### src/ram_write_guard_pkg.sv
// Contract
// - with a nonzero span selected, writes inside the guarded span are discarded.
// - span field 00 off, 01 128 bytes, 10 256 bytes, 11 512 bytes.
// - base register gives start address bits 15..8; span begins there.
// - only the first base write after reset is taken; later ones ignored.
// - start address is f, base byte, then 00h.
// - both registers are accessed with 8-bit accesses only.
// - single-step debug writes into the guarded span still take effect.
package ram_write_guard_pkg;

    localparam int          ADDR_W             = 20;
    localparam logic [19:0] GUARD_CTRL_ADDR    = 20'hf0078;
    localparam logic [19:0] BASE_SEL_ADDR      = 20'hff076;
    localparam logic [7:0]  GUARD_CTRL_RESET   = 8'h00;
    localparam logic [7:0]  BASE_SEL_RESET     = 8'hef;
    localparam logic [7:0]  GUARD_CTRL_MASK    = 8'hb7;
    localparam int          SPAN_LSB           = 4;
    localparam logic [3:0]  RAM_TOP_NIBBLE     = 4'hf;
    localparam logic [1:0]  SPAN_OFF           = 2'h0;
    localparam logic [1:0]  SPAN_128           = 2'h1;
    localparam logic [1:0]  SPAN_256           = 2'h2;
    localparam logic [1:0]  SPAN_512           = 2'h3;

    typedef struct packed {
        logic        wr;
        logic        rd;
        logic        debug_step;
        logic [19:0] addr;
        logic [7:0]  wdata;
    } mem_req_type;

endpackage

### src/span_match.sv
`timescale 1ns/100ps
`default_nettype none
module span_match #(
    parameter int ADDR_W = 20
) (
    input  wire logic [ADDR_W-1:0] addr,     // access address
    input  wire logic [7:0]        base,     // base byte
    input  wire logic [1:0]        span,     // span select
    output logic                   hit       // address inside span
);
    if (ADDR_W != 20)
    begin : g_bad_addr_w
        $error("span_match needs 20-bit addresses");
    end

    logic [19:0] start;
    logic [19:0] offs;

    always_comb
    begin
        start = {ram_write_guard_pkg::RAM_TOP_NIBBLE, base, 8'h00};
        offs  = addr - start;
        hit   = 1'b0;
        unique case (span)
            ram_write_guard_pkg::SPAN_OFF: hit = 1'b0;
            ram_write_guard_pkg::SPAN_128: hit = (addr >= start) && (offs < 20'h00080);
            ram_write_guard_pkg::SPAN_256: hit = (addr >= start) && (offs < 20'h00100);
            ram_write_guard_pkg::SPAN_512: hit = (addr >= start) && (offs < 20'h00200);
        endcase
    end
endmodule
`default_nettype wire

### src/ram_write_guard.sv
`timescale 1ns/100ps
`default_nettype none
module ram_write_guard #(
    parameter int ADDR_W = 20, // access address width
    parameter int DATA_W = 8   // register width
) (
    input  wire logic                             clk_sys,     // system clock
    input  wire logic                             resetn,      // sync reset, low
    input  wire ram_write_guard_pkg::mem_req_type cpu_req,     // cpu data access
    input  wire logic                             cpu_byte,    // access is 8-bit
    output logic                                  ram_wr_en,   // write passed to ram
    output logic [7:0]                            reg_rdata,   // register read data
    output logic                                  reg_hit,     // access hit a register
    output logic [7:0]                            guard_ctrl,  // control register value
    output logic [7:0]                            ram_base_bits // base register value
);
    ////////////////////////////////////////////////////////////////////////
    // elaboration checks
    ////////////////////////////////////////////////////////////////////////
    // the struct carrier fixes the address at 20 bits
    if (ADDR_W != 20)
    begin : g_bad_addr_w
        $error("ram_write_guard serves 20-bit addresses only");
    end

    // both registers are single bytes
    if (DATA_W != 8)
    begin : g_bad_data_w
        $error("ram_write_guard registers are 8 bits wide");
    end

    ////////////////////////////////////////////////////////////////////////
    // declarations
    ////////////////////////////////////////////////////////////////////////
    // control register: span field plus other stored bits that gate nothing
    logic [7:0]  ctrl_reg;
    logic [7:0]  ctrl_next;

    // base register and its write-once lock
    logic [7:0]  base_reg;
    logic [7:0]  base_next;
    logic        base_locked_reg;
    logic        base_locked_next;

    // registered read data
    logic [7:0]  rdata_reg;
    logic [7:0]  rdata_next;

    // register decode
    logic        sel_ctrl;
    logic        sel_base;
    logic        byte_wr;
    logic        byte_rd;
    logic        ctrl_wr;
    logic        ctrl_rd;
    logic        base_wr;
    logic        base_rd;
    logic        base_take;

    // guarded span lookup and write gating
    logic [1:0]  span_sel;
    logic        in_span;
    logic        step_write;
    logic        ram_write;
    logic        write_dropped;

    ////////////////////////////////////////////////////////////////////////
    // register decode
    ////////////////////////////////////////////////////////////////////////
    // registers answer only at their exact byte address
    assign sel_ctrl = cpu_req.addr == ram_write_guard_pkg::GUARD_CTRL_ADDR;
    assign sel_base = cpu_req.addr == ram_write_guard_pkg::BASE_SEL_ADDR;

    // wider accesses to a register are ignored
    assign byte_wr = cpu_req.wr && cpu_byte;
    assign byte_rd = cpu_req.rd && cpu_byte;

    assign ctrl_wr = byte_wr && sel_ctrl;
    assign ctrl_rd = byte_rd && sel_ctrl;
    assign base_wr = byte_wr && sel_base;
    assign base_rd = byte_rd && sel_base;

    // only the first base write after reset is taken
    assign base_take = base_wr && !base_locked_reg;

    ////////////////////////////////////////////////////////////////////////
    // guarded span lookup
    ////////////////////////////////////////////////////////////////////////
    // span follows the stored field; 00 leaves the span empty
    assign span_sel = ctrl_reg[ram_write_guard_pkg::SPAN_LSB +: 2];

    // base comes from base_reg, so the one taken base write moves the span from the next cycle
    span_match #(
        .ADDR_W (ADDR_W)
    ) span_match_i (
        .addr (cpu_req.addr),
        .base (base_reg),
        .span (span_sel),
        .hit  (in_span)
    );

    ////////////////////////////////////////////////////////////////////////
    // control register
    ////////////////////////////////////////////////////////////////////////
    // one stage per bit; unused positions are held at zero
    for (genvar i = 0; i < 8; i++)
    begin : g_ctrl_bit
        if (ram_write_guard_pkg::GUARD_CTRL_MASK[i])
        begin : g_stored
            assign ctrl_next[i] = ctrl_wr ? cpu_req.wdata[i] : ctrl_reg[i];
        end
        else
        begin : g_fixed
            assign ctrl_next[i] = 1'b0;
        end
    end

    always_ff @(posedge clk_sys)
    begin
        if (!resetn)
        begin
            ctrl_reg <= ram_write_guard_pkg::GUARD_CTRL_RESET;
        end
        else
        begin
            ctrl_reg <= ctrl_next;
        end
    end

    ////////////////////////////////////////////////////////////////////////
    // base register, written once per reset
    ////////////////////////////////////////////////////////////////////////
    // later writes leave both value and lock alone
    always_comb
    begin
        base_next        = base_reg;
        base_locked_next = base_locked_reg;
        if (base_take)
        begin
            base_next        = cpu_req.wdata;
            base_locked_next = 1'b1;
        end
    end

    always_ff @(posedge clk_sys)
    begin
        if (!resetn)
        begin
            base_reg        <= ram_write_guard_pkg::BASE_SEL_RESET;
            base_locked_reg <= 1'b0;
        end
        else
        begin
            base_reg        <= base_next;
            base_locked_reg <= base_locked_next;
        end
    end

    ////////////////////////////////////////////////////////////////////////
    // register read data
    ////////////////////////////////////////////////////////////////////////
    // held until the next register read
    always_comb
    begin
        rdata_next = rdata_reg;
        if (ctrl_rd)
        begin
            rdata_next = ctrl_reg;
        end
        else if (base_rd)
        begin
            rdata_next = base_reg;
        end
    end

    always_ff @(posedge clk_sys)
    begin
        if (!resetn)
        begin
            rdata_reg <= 8'h00;
        end
        else
        begin
            rdata_reg <= rdata_next;
        end
    end

    ////////////////////////////////////////////////////////////////////////
    // ram write gating
    ////////////////////////////////////////////////////////////////////////
    // single-step debug writes bypass the guard
    assign step_write = cpu_req.wr && cpu_req.debug_step;

    // register addresses are never forwarded to ram
    assign ram_write = cpu_req.wr && !sel_ctrl && !sel_base;

    // in_span stays low while the span field is 00
    assign write_dropped = ram_write && in_span && !step_write;

    // a dropped write just vanishes: no fault, no flag; reads untouched
    assign ram_wr_en = ram_write && !write_dropped;

    ////////////////////////////////////////////////////////////////////////
    // register views
    ////////////////////////////////////////////////////////////////////////
    assign reg_hit       = sel_ctrl || sel_base;
    assign reg_rdata     = rdata_reg;
    assign guard_ctrl    = ctrl_reg;
    assign ram_base_bits = base_reg;
endmodule
`default_nettype wire

### config.mk
export PLATFORM = sky130hd
export DESIGN_NAME = ram_write_guard
export DESIGN_NICKNAME = d
export VERILOG_FILES = /design/src/ram_write_guard_pkg.sv /design/src/span_match.sv /design/src/ram_write_guard.sv
export SDC_FILE = /design/constraint.sdc
export NUM_CORES = 1
export LEC_CHECK = 0
export ABC_AREA = 1
export BUFFER_PORTS_ARGS = -buffer_cell sky130_fd_sc_hd__buf_4
export CORE_MARGIN = 8
export CORE_UTILIZATION = 46
export DETAILED_ROUTE_END_ITERATION = 10
export PLACE_DENSITY = 0.74
export SKIP_LAST_GASP = 1
export SLEW_MARGIN = 40
export SYNTH_ARGS = -nofsm -noshare
export SYNTH_HDL_FRONTEND = slang
export SYNTH_SLANG_ARGS = --single-unit
### constraint.sdc
create_clock -name clk_sys -period 1.9 [get_ports clk_sys]
set_input_delay 0.19 -clock clk_sys [delete_from_list [all_inputs] [get_ports clk_sys]]
set_output_delay 0.19 -clock clk_sys [all_outputs]
set_load 0.005 [all_outputs]
== After elaboration in Yosys (flattened, before gate mapping) ==
Cells that the tools add are included.
Word-level totals
  flip-flop bits (word level): 25
  bits of input ports: 34
  output and inout bits: 26
  logic and storage cells: 42
Cells by class
  add/sub/neg operators: 1
  magnitude comparators: 4
  eq/ne operators: 5
  multiplexer cells: 3
  reduce and logical (&&, ||, !) cells: 24
Operator list (number)
  $eq 20x20->1 const B: 2
  $ge 20x20->1: 1
  $lt 20x10->1 const B: 1
  $lt 20x8->1 const B: 1
  $lt 20x9->1 const B: 1
  $sub 20x20->20: 1
  $logic_and 1x1->1: 16
  $mux 8: 2
  $logic_not 1->1: 5
  $eq 2x2->1 const B: 2
  $pmux 1 s4: 1
  $eq 2x1->1 const B: 1
  $logic_not 2->1: 1
  $reduce_bool 2->1: 1
  $logic_or 1x1->1: 1

== Longest topological paths before layout ==
Gate-level depths: netlist of run 1.
  word-level depth: 8
  depth in mapped cells: 14
  gate-level depth less buffers: 14

== Modules after synthesis ==
A second synthesis of run 1 with hierarchy kept.
Second synthesis, totals
  cells, all modules: 332
  area, all modules: 1951.9 µm²
Modules (own cells, without submodules)
  ram_write_guard: times used 1, cells an instance 190, area an instance 1265.0 µm², seq. area each 460.4 µm²
  span_match: times used 1, cells an instance 142, area an instance 686.9 µm², seq. area each 0.0 µm²

== Worst setup path before layout of run 1 ==
No wires, ideal clock.
  kind: flip-flop to output port
  start: register base_reg[0], in the netlist ram_base_bits[0]
  end: output port ram_wr_en
  arrival time: 1604 ps
  setup slack: 106 ps
  cell stages (with the launch flop): 14
  buffers on the path: 0
  path through: dfxtp_1 -> ha_1 -> inv_1 -> fa_1 -> nand2_1 -> nand2_1 -> nand3_1 -> nand2_1 -> nand2_1 -> nand2_1 -> nor2_1 -> nand3_1 -> nor2_1 -> nor2_1
On the way
  word-level cells in the longest chain between the ends: 8
  elaborated cells between the ends (all ways): 13
  those cells by class: 1 x add/sub; 4 x order compare; 1 x mux; 7 x reduce/logical
Ends and longest elaborated chain
  start: declaration: RTL line ram_write_guard.sv:40  | logic [7:0] base_reg;
  start signal: assignment: RTL line ram_write_guard.sv:149  | base_reg <= ram_write_guard_pkg::BASE_SEL_RESET;
  start signal: assignment: RTL line ram_write_guard.sv:154  | base_reg <= base_next;
  $sub 20x20->20: RTL line span_match.sv:22  | offs = addr - start;
  $lt 20x10->1, or another cell as far along: RTL line span_match.sv:28  | ram_write_guard_pkg::SPAN_512: hit = (addr >= start) && (offs < 20'h00200);
  $logic_and 1x1->1 (on tied branches): RTL line span_match.sv:28, span_match.sv:26, span_match.sv:27
  $pmux 1 s4 (*): RTL line span_match.sv:24  | unique case (span)
  $logic_and 1x1->1 (*) (2 in a row): RTL line ram_write_guard.sv:198  | assign write_dropped = ram_write && in_span && !step_write;
  $logic_not 1->1 (*): RTL line ram_write_guard.sv:201  | assign ram_wr_en = ram_write && !write_dropped;
  $logic_and 1x1->1 (*): RTL line ram_write_guard.sv:201
  end: declaration: RTL line ram_write_guard.sv:11  | output logic ram_wr_en,
Mark *: on every way between the ends. The rest lies on a longest branch, timed or not.

== Worst setup path after layout of run 1 ==
Same ends and word-level chain as after synthesis.

==> results of run 1 <==
## logic make-up (layout without fill, tap and decap cells)
family | after synthesis | count (layout) | synth area share [%]
and+or+nand+nor | 152 | 152 | 40.4
buffers and inverters | 55 | 116 | 14.0
AOI/OAI and AO/OA | 34 | 34 | 11.3
DFF | 23 | 23 | 26.6
adders and majority gates | 9 | 9 | 6.93
other | 1 | 2 | 0.216
xor gates and xnor gates | 1 | 1 | 0.506
## worst reg2reg max path: stages, from the launching register on
cell      delay [ns]
dfxtp_1         0.30
inv_1           0.10
nand3_2         0.27
o211ai_1        0.30
## path summary, 6_finish.rpt
check	endpoint	cells after the start
max reg2reg	ram_base_bits[0]	3
min reg2reg	ram_base_bits[6]	2
min	guard_ctrl[2]	3
max	ram_wr_en	11
## metal layers
metal	GRT usage (%)	part of all wire [%]	vias up
li1	-	-	982
met1	18.4	45	816
met2	26.5	49	46
met3	3.57	5.0	8
met4	4.15	1.3	0
met5	0	0	-
## cell type report
cell class / count / area [um2]
clock buffers: 3 / 41.3
repair buffers: 64 / 480
well taps: 48 / 60.1
flip-flops and latches: 23 / 462
fillers: 372 / 1360
multi-input cells: 198 / 1050
inverters: 48 / 180
clock inverters: 1 / 5.00
## power groups by stage
stage / combinational (W) / sequential [W] / clock [W]
floorplan: 0.0000799 / 0.000493 / 0
global placement: 0.000155 / 0.000493 / 0
detailed placement: 0.000156 / 0.000493 / 0
CTS: 0.000159 / 0.000481 / 0.000306
global route: 0.000178 / 0.000482 / 0.000333
finish: 0.000161 / 0.000481 / 0.000300
## cell usage after synthesis, drive strengths merged
library cell and count:
nand2 78, inv 48, nor2 42, dfxtp 23, a21oi 17, nand3 14, o21ai 11, nand4 10
ha 8, buf 5, o211ai 5, or2 4, nand3b 3, clkbuf 2, a21boi 1, conb 1
fa 1, nor3 1, xor2 1
## what timing repair did
item                                    4_1_cts  5_1_grt
resized for setup                             5        2
endpoints found under the setup margin        1        1
pin swaps                                     3        2
## through the flow
stage          util (%)  cell area (um2)  TNS, ns
2_1_floorplan         -             1740        0
3_3_place_gp       61.0             2210  -0.0882
3_5_place_dp       61.0             2210   -0.123
4_1_cts            62.5             2270   -0.336
5_1_grt            62.7             2280   -0.496
6_report           62.7             2280   -0.359
==> results.json, run 1 <==
{
  "synthTopCellsByArea": "dfxtp_1 27%, nand2_1 16%, inv_1 10%",
  "syn_area_per_cell_um2": 6.30,
  "max_freq_ghz": 0.443,
  "crit_type": "flip-flop to output port",
  "htree_levels": 1,
  "drt_iter0_drc": 66,
  "grt_pass1_vias": 1797,
  "p_int_w": 0.000706,
  "initial_utilization_pct": 47.7,
  "p_seq_share_pct": 51.1,
  "drc": 0,
  "cpMostUsedCell": "nor2_1",
  "status": "finished with violations",
  "synth_cell_types": 27,
  "startpoint": "ram_base_bits[0]",
  "seq_area_frac_synth_pct": 26.6,
  "rows": 22,
  "p_comb_share_pct": 17.1,
  "gp_congestion": 0.850,
  "grt.total_usage_pct": 15.3,
  "coreArea_mm2": 0.00363,
  "ios": 60,
  "crit_fanout": 2,
  "wl_per_cell_um": 12.3,
  "drt_pass1_iterations": 4,
  "n_antenna_cell": 0,
  "dp_hpwl_um": 3880,
  "cts_tree": "yes",
  "die_x_um": 77.4,
  "clockRootBuffer": "clkbuf_8",
  "crit_required_ns": 1.71,
  "synth-seq-cells": 23,
  "final_cell_mix": "76 x nand2_1, 64 x buf_4, 47 x inv_1",
  "power_frac_clock_pct": 31.8,
  "post-place-cells": 381,
  "finalMaxSlewViolations": 0,
  "failed_checks": "setup timing",
  "power.density_mw_per_mm2": 414,
  "grt_pass1_wl_um": 7760,
  "finalCriticalPeriod_ns": 2.26,
  "viasPerCell": 4.81,
  "finalSetupViolations": 1,
  "clkTransAtPathRegs_ns": 0.08,
  "skew_ns": 0.00535,
  "final_common_cell": "nand2_1",
  "cpPeakStageDelay_ns": 0.43,
  "r2r_slack_ns": 0.84,
  "path_buf_inv": 2,
  "die_y_um": 77.4,
  "clk_latency_ns": 0.26,
  "layout.nets": 381,
  "swShare_pct": 25.1,
  "worstPathCellList": "ha_2, inv_2, fa_2, nor2_2, nand2_1, nand3b_1, nor2_1, nand4_1, nor2_1, nor2_1, buf_4",
  "grt_max_degree": 24,
  "hold_path_class": "primary input to flip-flop",
  "portBuffers": 57,
  "end_kind": "output port",
  "cts.hold.buffers_added": 0,
  "worstPathArrival_ns": 2.07,
  "dp_slack_ns": -0.123,
  "cap_violations": 0,
  "wirelength_um": 4750,
  "max-vdd-ir-drop_v": 0.000296,
  "cts_buffers": 3,
  "clock-sinks": 23,
  "die-area_mm2": 0.00599,
  "path_delay_family": "simple AND/OR/NAND/NOR gates",
  "power.net_switching_w": 0.000236,
  "final_cells": 385,
  "design_power_total_w": 0.000942,
  "synth_top_cell_area_share_pct": 26.6,
  "synth_top_area_cell": "dfxtp_1",
  "antenna_found_initial": 0,
  "ant_nets": 0,
  "finalCritPeriodShare_pct": 119,
  "rsz0062_at_grt": "true",
  "hold_slack_ns": 0.175,
  "drive_gt1_share_pct": 26.4,
  "r2r_start": "base_locked_reg",
  "overflow": 0,
  "clockBufferDepth": 2,
  "hold_viol_final": 0,
  "setup_slack_ns": -0.359,
  "worst_path_max_delay_cell": "fa_2",
  "cts_setup_buffers": 0,
  "ys_warn_count": 0,
  "via_count": 1852,
  "cp-start-kind": "flip-flop",
  "synthCells": 275,
  "area_delta_synth_final_pct": 31.5,
  "syn_area_mm2": 0.00173,
  "worstHoldStart": "cpu_req[2]",
  "leakage_nw": 1.27
}
No activity file was read; power rests on OpenSTA's default activity.
==> inputs of run 2 (changes only) <==
--- a/config.mk
+++ b/config.mk
@@ -11,6 +11,7 @@
 export CORE_UTILIZATION = 46
 export DETAILED_ROUTE_END_ITERATION = 10
 export PLACE_DENSITY = 0.74
+export RECOVER_POWER = 25
 export SKIP_LAST_GASP = 1
 export SLEW_MARGIN = 40
 export SYNTH_ARGS = -nofsm -noshare
==> results.json, run 2 (synthesis results as in run 1) <==
{
  "drc": 0,
  "crit_fanout": 2,
  "power_frac_clock_pct": 31.9,
  "power.density_mw_per_mm2": 414,
  "finalCritPeriodShare_pct": 119,
  "skew_ns": 0.00559,
  "wl_per_cell_um": 12.3,
  "cp-start-kind": "flip-flop",
  "portBuffers": 57,
  "setup_slack_ns": -0.360,
  "drt_iter0_drc": 65,
  "gp_congestion": 0.850,
  "hold_viol_final": 0,
  "max_freq_ghz": 0.443,
  "leakage_nw": 1.27,
  "status": "finished with violations",
  "viasPerCell": 4.83,
  "grt_pass1_vias": 1797,
  "final_cell_mix": "76 x nand2_1, 53 x buf_4, 47 x inv_1",
  "coreArea_mm2": 0.00363,
  "overflow": 0,
  "p_seq_share_pct": 51.1,
  "via_count": 1858,
  "p_comb_share_pct": 17.1,
  "wirelength_um": 4730,
  "hold_path_class": "primary input to flip-flop",
  "grt.total_usage_pct": 15.3,
  "crit_type": "flip-flop to output port",
  "layout.nets": 381,
  "swShare_pct": 25.1,
  "final_area_mm2": 0.00228,
  "post-place-cells": 381,
  "power.net_switching_w": 0.000237,
  "finalSetupViolations": 1,
  "ant_nets": 0,
  "cpPeakStageDelay_ns": 0.43,
  "grt_max_degree": 24,
  "dp_hpwl_um": 3880,
  "drive_gt1_share_pct": 26.4,
  "die_y_um": 77.4,
  "clock-sinks": 23,
  "cpMostUsedCell": "nor2_1",
  "initial_utilization_pct": 47.7,
  "clockBufferDepth": 2,
  "clk_latency_ns": 0.26,
  "cts_buffers": 3,
  "htree_levels": 1,
  "worstPathCellList": "ha_2, inv_2, fa_2, nor2_2, nand2_1, nand3b_1, nor2_1, nand4_1, nor2_1, nor2_1, buf_4",
  "final_common_cell": "nand2_1",
  "finalCriticalPeriod_ns": 2.26,
  "final-seq-area_um2": 462,
  "multi_input_area_mm2": 0.00105,
  "antenna_found_initial": 0,
  "crit_required_ns": 1.71,
  "final_cells": 385,
  "cap_violations": 0,
  "rsz0062_at_grt": "true",
  "hold_slack_ns": 0.175,
  "end_kind": "output port",
  "max-vdd-ir-drop_v": 0.000297,
  "clkTransAtPathRegs_ns": 0.08,
  "worstPathArrival_ns": 2.07,
  "finalMaxSlewViolations": 0,
  "drt_pass1_iterations": 4,
  "fillCellCount": 372,
  "die-area_mm2": 0.00599,
  "grt_pass1_wl_um": 7760,
  "ios": 60,
  "rows": 22,
  "die_x_um": 77.4,
  "p_int_w": 0.000706,
  "worst_path_max_delay_cell": "fa_2",
  "area_delta_synth_final_pct": 31.5,
  "place_area_mm2": 0.00221,
  "clockRootBuffer": "clkbuf_8",
  "failed_checks": "setup timing",
  "cts_tree": "yes",
  "n_antenna_cell": 0,
  "cts.hold.buffers_added": 0
}
-- run 2: cell types whose count changed in the layout (fill, tap and decap cells not counted), sizes merged --
cell    change
buf        -11
clkbuf     +11
-- run 2: metal layers --
layer,up-vias,global-route usage [%],part of all wire (%)
met2,48,26.5,49
li1,983,-,-
met1,819,18.4,44
met3,8,3.57,5.3
met5,-,0,0
met4,0,4.15,1.3
-- run 2: final cells by class --
class	instances	area share [%]
Tap cell	48	2.64
Clock inverter	1	0.220
Sequential cell	23	20.3
Inverter	48	7.91
Multi-Input combinational cell	198	46.1
Clock buffer	3	1.81
Timing Repair Buffer	64	21.1
-- run 2: metrics by stage --
stage	setup WS, ns	utilization (%)	power, W	TNS (ns)
after floorplan	0.106	-	0.000573	0
after global placement	-0.0882	61.0	0.000648	-0.0882
after detailed placement	-0.123	61.0	0.000649	-0.123
after CTS	-0.336	62.5	0.000946	-0.336
after global routing	-0.496	62.7	0.000992	-0.496
final	-0.360	62.7	0.000943	-0.360
-- run 2: final timing paths --
kind / startpoint / endpoint / slack [ns] / cells after the start
worst max-delay path: ram_base_bits[0] / ram_wr_en / -0.36 / 11
worst min-delay path: cpu_req[2] / guard_ctrl[2] / 0.17 / 3
worst max register to register: base_locked_reg / ram_base_bits[0] / 0.84 / 3
worst min register to register: ram_base_bits[6] / ram_base_bits[6] / 0.49 / 2
-- run 2: worst max-delay path, delay by kind of cell, from the launching register on --
kind	cells	cell delay, ns
and+or+nand+nor	7	0.69
adders and majority gates	2	0.59
DFF	1	0.33
buffers and inverters	2	0.19
-- run 2: timing repair --
item | in CTS | in global routing
cloned | 0 | 0
pin swaps | 3 | 2
buffers inserted | 0 | 0
gates resized for setup | 5 | 2
setup endpoints to repair | 1 | 1
-- run 2: power groups by stage --
stage	registers (W)	clock network, W	logic (W)
2_1_floorplan	0.000493	0	0.0000799
3_3_place_gp	0.000493	0	0.000155
3_5_place_dp	0.000493	0	0.000156
4_1_cts	0.000481	0.000306	0.000159
5_1_grt	0.000482	0.000333	0.000178
6_report	0.000481	0.000300	0.000161
==> inputs of run 3 (changes only) <==
--- a/config.mk
+++ b/config.mk
@@ -5,15 +5,15 @@
 export SDC_FILE = /design/constraint.sdc
 export NUM_CORES = 1
 export LEC_CHECK = 0
-export ABC_AREA = 1
 export BUFFER_PORTS_ARGS = -buffer_cell sky130_fd_sc_hd__buf_4
+export CELL_PAD_IN_SITES_DETAIL_PLACEMENT = 0
+export CELL_PAD_IN_SITES_GLOBAL_PLACEMENT = 1
 export CORE_MARGIN = 8
-export CORE_UTILIZATION = 46
+export CORE_UTILIZATION = 34
 export DETAILED_ROUTE_END_ITERATION = 10
-export PLACE_DENSITY = 0.74
+export PLACE_DENSITY_LB_ADDON = 0.1
 export RECOVER_POWER = 25
 export SKIP_LAST_GASP = 1
-export SLEW_MARGIN = 40
 export SYNTH_ARGS = -nofsm -noshare
 export SYNTH_HDL_FRONTEND = slang
 export SYNTH_SLANG_ARGS = --single-unit
==> results.json, run 3 <==
{
  "status": "finished with violations",
  "failed_checks": "setup timing",
  "viasPerCell": 5.04,
  "htree_levels": 1,
  "finalCritPeriodShare_pct": 135,
  "die-area_mm2": 0.00639,
  "fillCellCount": 403,
  "synth_top_area_cell": "dfxtp_1",
  "overflow": 0,
  "power.net_switching_w": 0.000221,
  "n_antenna_cell": 0,
  "finalMaxSlewViolations": 0,
  "synth_cell_types": 43,
  "grt_max_degree": 24,
  "clkTransAtPathRegs_ns": 0.08,
  "drc": 0,
  "syn_area_per_cell_um2": 8.80,
  "multi_input_area_um2": 873,
  "synthTopCellsByArea": "dfxtp_1 33%, ha_1 7.2%, mux2i_1 5.0%",
  "end_kind": "output port",
  "clockBufferDepth": 2,
  "wl_per_cell_um": 15.1,
  "dp_hpwl_um": 3600,
  "skew_ns": 0.00161,
  "hold_slack_ns": 0.150,
  "synth-main-ff-cell": "dfxtp_1",
  "ios": 60,
  "design_power_total_w": 0.000932,
  "die_x_um": 79.9,
  "via_count": 1451,
  "synth_top_cell_area_share_pct": 33.1,
  "antenna_found_initial": 0,
  "ys_warn_count": 0,
  "grt_pass1_vias": 1527,
  "hold_depth": 3,
  "max-vdd-ir-drop_v": 0.000363,
  "swShare_pct": 23.7,
  "area_delta_synth_final_pct": 50.6,
  "max_freq_ghz": 0.391,
  "die_y_um": 79.9,
  "crit_fanout": 2,
  "clockRootBuffer": "clkbuf_8",
  "synthCells": 158,
  "power_frac_clock_pct": 33.0,
  "initial_utilization_pct": 35.0,
  "finalSetupViolations": 1,
  "drt_pass1_iterations": 4,
  "fin_setup_tns_ns": -0.658,
  "grt.total_usage_pct": 14.2,
  "gp_congestion": 0.841,
  "finalCriticalPeriod_ns": 2.56,
  "synthArstFlopShare_pct": 0,
  "clock-sinks": 23,
  "final_common_cell": "buf_4",
  "reg2reg_depth": 4,
  "crit_type": "flip-flop to output port",
  "final_cell_mix": "70 x buf_4, 22 x dfxtp_1, 15 x nand2_1",
  "final-seq-area_um2": 462,
  "cts_buffers": 3,
  "rows": 23,
  "power.density_mw_per_mm2": 445,
  "grt_pass1_wl_um": 7310,
  "coreArea_mm2": 0.00397,
  "cts_tree": "yes",
  "ant_nets": 0,
  "portBuffers": 57,
  "rsz0062_at_grt": "true",
  "hold_path_class": "primary input to flip-flop",
  "p_comb_share_pct": 15.4,
  "synth-seq-cells": 23,
  "worstPathArrival_ns": 2.37,
  "crit_required_ns": 1.71,
  "synth_most_common_cell": "dfxtp_1",
  "hold_viol_final": 0,
  "cap_violations": 0,
  "synth_edf_count": 0,
  "p_int_w": 0.000712,
  "syn_area_mm2": 0.00139,
  "cp-start-kind": "flip-flop",
  "tightest_slew_ns": 0.480,
  "layout.nets": 282,
  "setup_slack_ns": -0.658,
  "drive_gt1_share_pct": 39.1,
  "p_seq_share_pct": 51.6,
  "synth_common_cells": "23 x dfxtp_1, 15 x nand2_1, 10 x o21ai_0",
  "leakage_nw": 0.940,
  "wirelength_um": 4340,
  "clk_latency_ns": 0.26,
  "slew_headroom_pct": 67.5,
  "seq_area_frac_synth_pct": 33.1,
  "drt_iter0_drc": 109
}
[run 3: per-layer routing]
layer	routed length [um]	GRT usage (%)	part of all wire (%)	vias up
li1	-	-	-	737
met1	1860	17.0	43	675
met2	2160	24.3	50	37
met3	302	4.28	7.0	2
met4	16	2.73	0.37	0
met5	0	0	0	-
[run 3: through the flow]
stage	utilization (%)	cells	cell area [um2]	setup WS (ns)
6_report	52.7	288	2090	-0.658
5_1_grt	52.7	288	2090	-0.829
4_1_cts	52.8	287	2100	-0.643
3_5_place_dp	51.7	284	2050	-0.398
3_3_place_gp	51.7	284	2050	-0.337
2_1_floorplan	-	159	1400	-0.0816
[run 3: critical path, cell delays in order, from the launching register on]
cell and delay [ns]:
dfxtp_2 0.33, ha_1 0.18, inv_1 0.07, fa_2 0.42
nor2_1 0.10, o221ai_1 0.10, nor4_1 0.20, o311ai_1 0.15
nor4_1 0.29, a21oi_1 0.11, buf_4 0.15
[run 3: repair_timing]
item,in CTS,in global routing
gates resized for setup,2,0
hold buffers,0,0
buffers inserted,0,1
pin swaps,4,0
endpoints found under the setup margin,5,9
[run 3: area by class of cell]
type                    instances  share of cell area, %
clock buffers                   4                   2.15
repair buffers                 82                   29.5
well taps                      50                   2.99
inverters                       9                   1.61
multi-input cells             120                   41.7
flip-flops and latches         23                   22.1
[run 3: kinds of logic (layout without fill, tap and decap cells)]
logic type	after synthesis	after routing	share of synthesized area, %
simple gates	51	51	22.4
mux	7	7	5.04
compound gates	47	47	22.6
flops	23	23	33.1
other cells	1	2	0.270
fa+ha+maj	9	9	8.64
buf+inv	16	95	5.40
xor+xnor	4	4	2.52
[run 3: path summary, 6_finish.rpt]
check	to	slack, ns	from
max reg2reg	ram_base_bits[2]	0.82	base_locked_reg
min reg2reg	reg_rdata[6]	0.48	reg_rdata[6]
max	ram_wr_en	-0.66	ram_base_bits[0]
min	ram_base_bits[5]	0.15	cpu_req[5]
[run 3: power by group through the flow]
stage	sequential [W]	combinational, W	clock (W)
2_1_floorplan	0.000493	0.0000605	0
3_5_place_dp	0.000493	0.000143	0
4_1_cts	0.000481	0.000144	0.000317
3_3_place_gp	0.000493	0.000140	0
6_report	0.000481	0.000144	0.000307
5_1_grt	0.000482	0.000158	0.000337
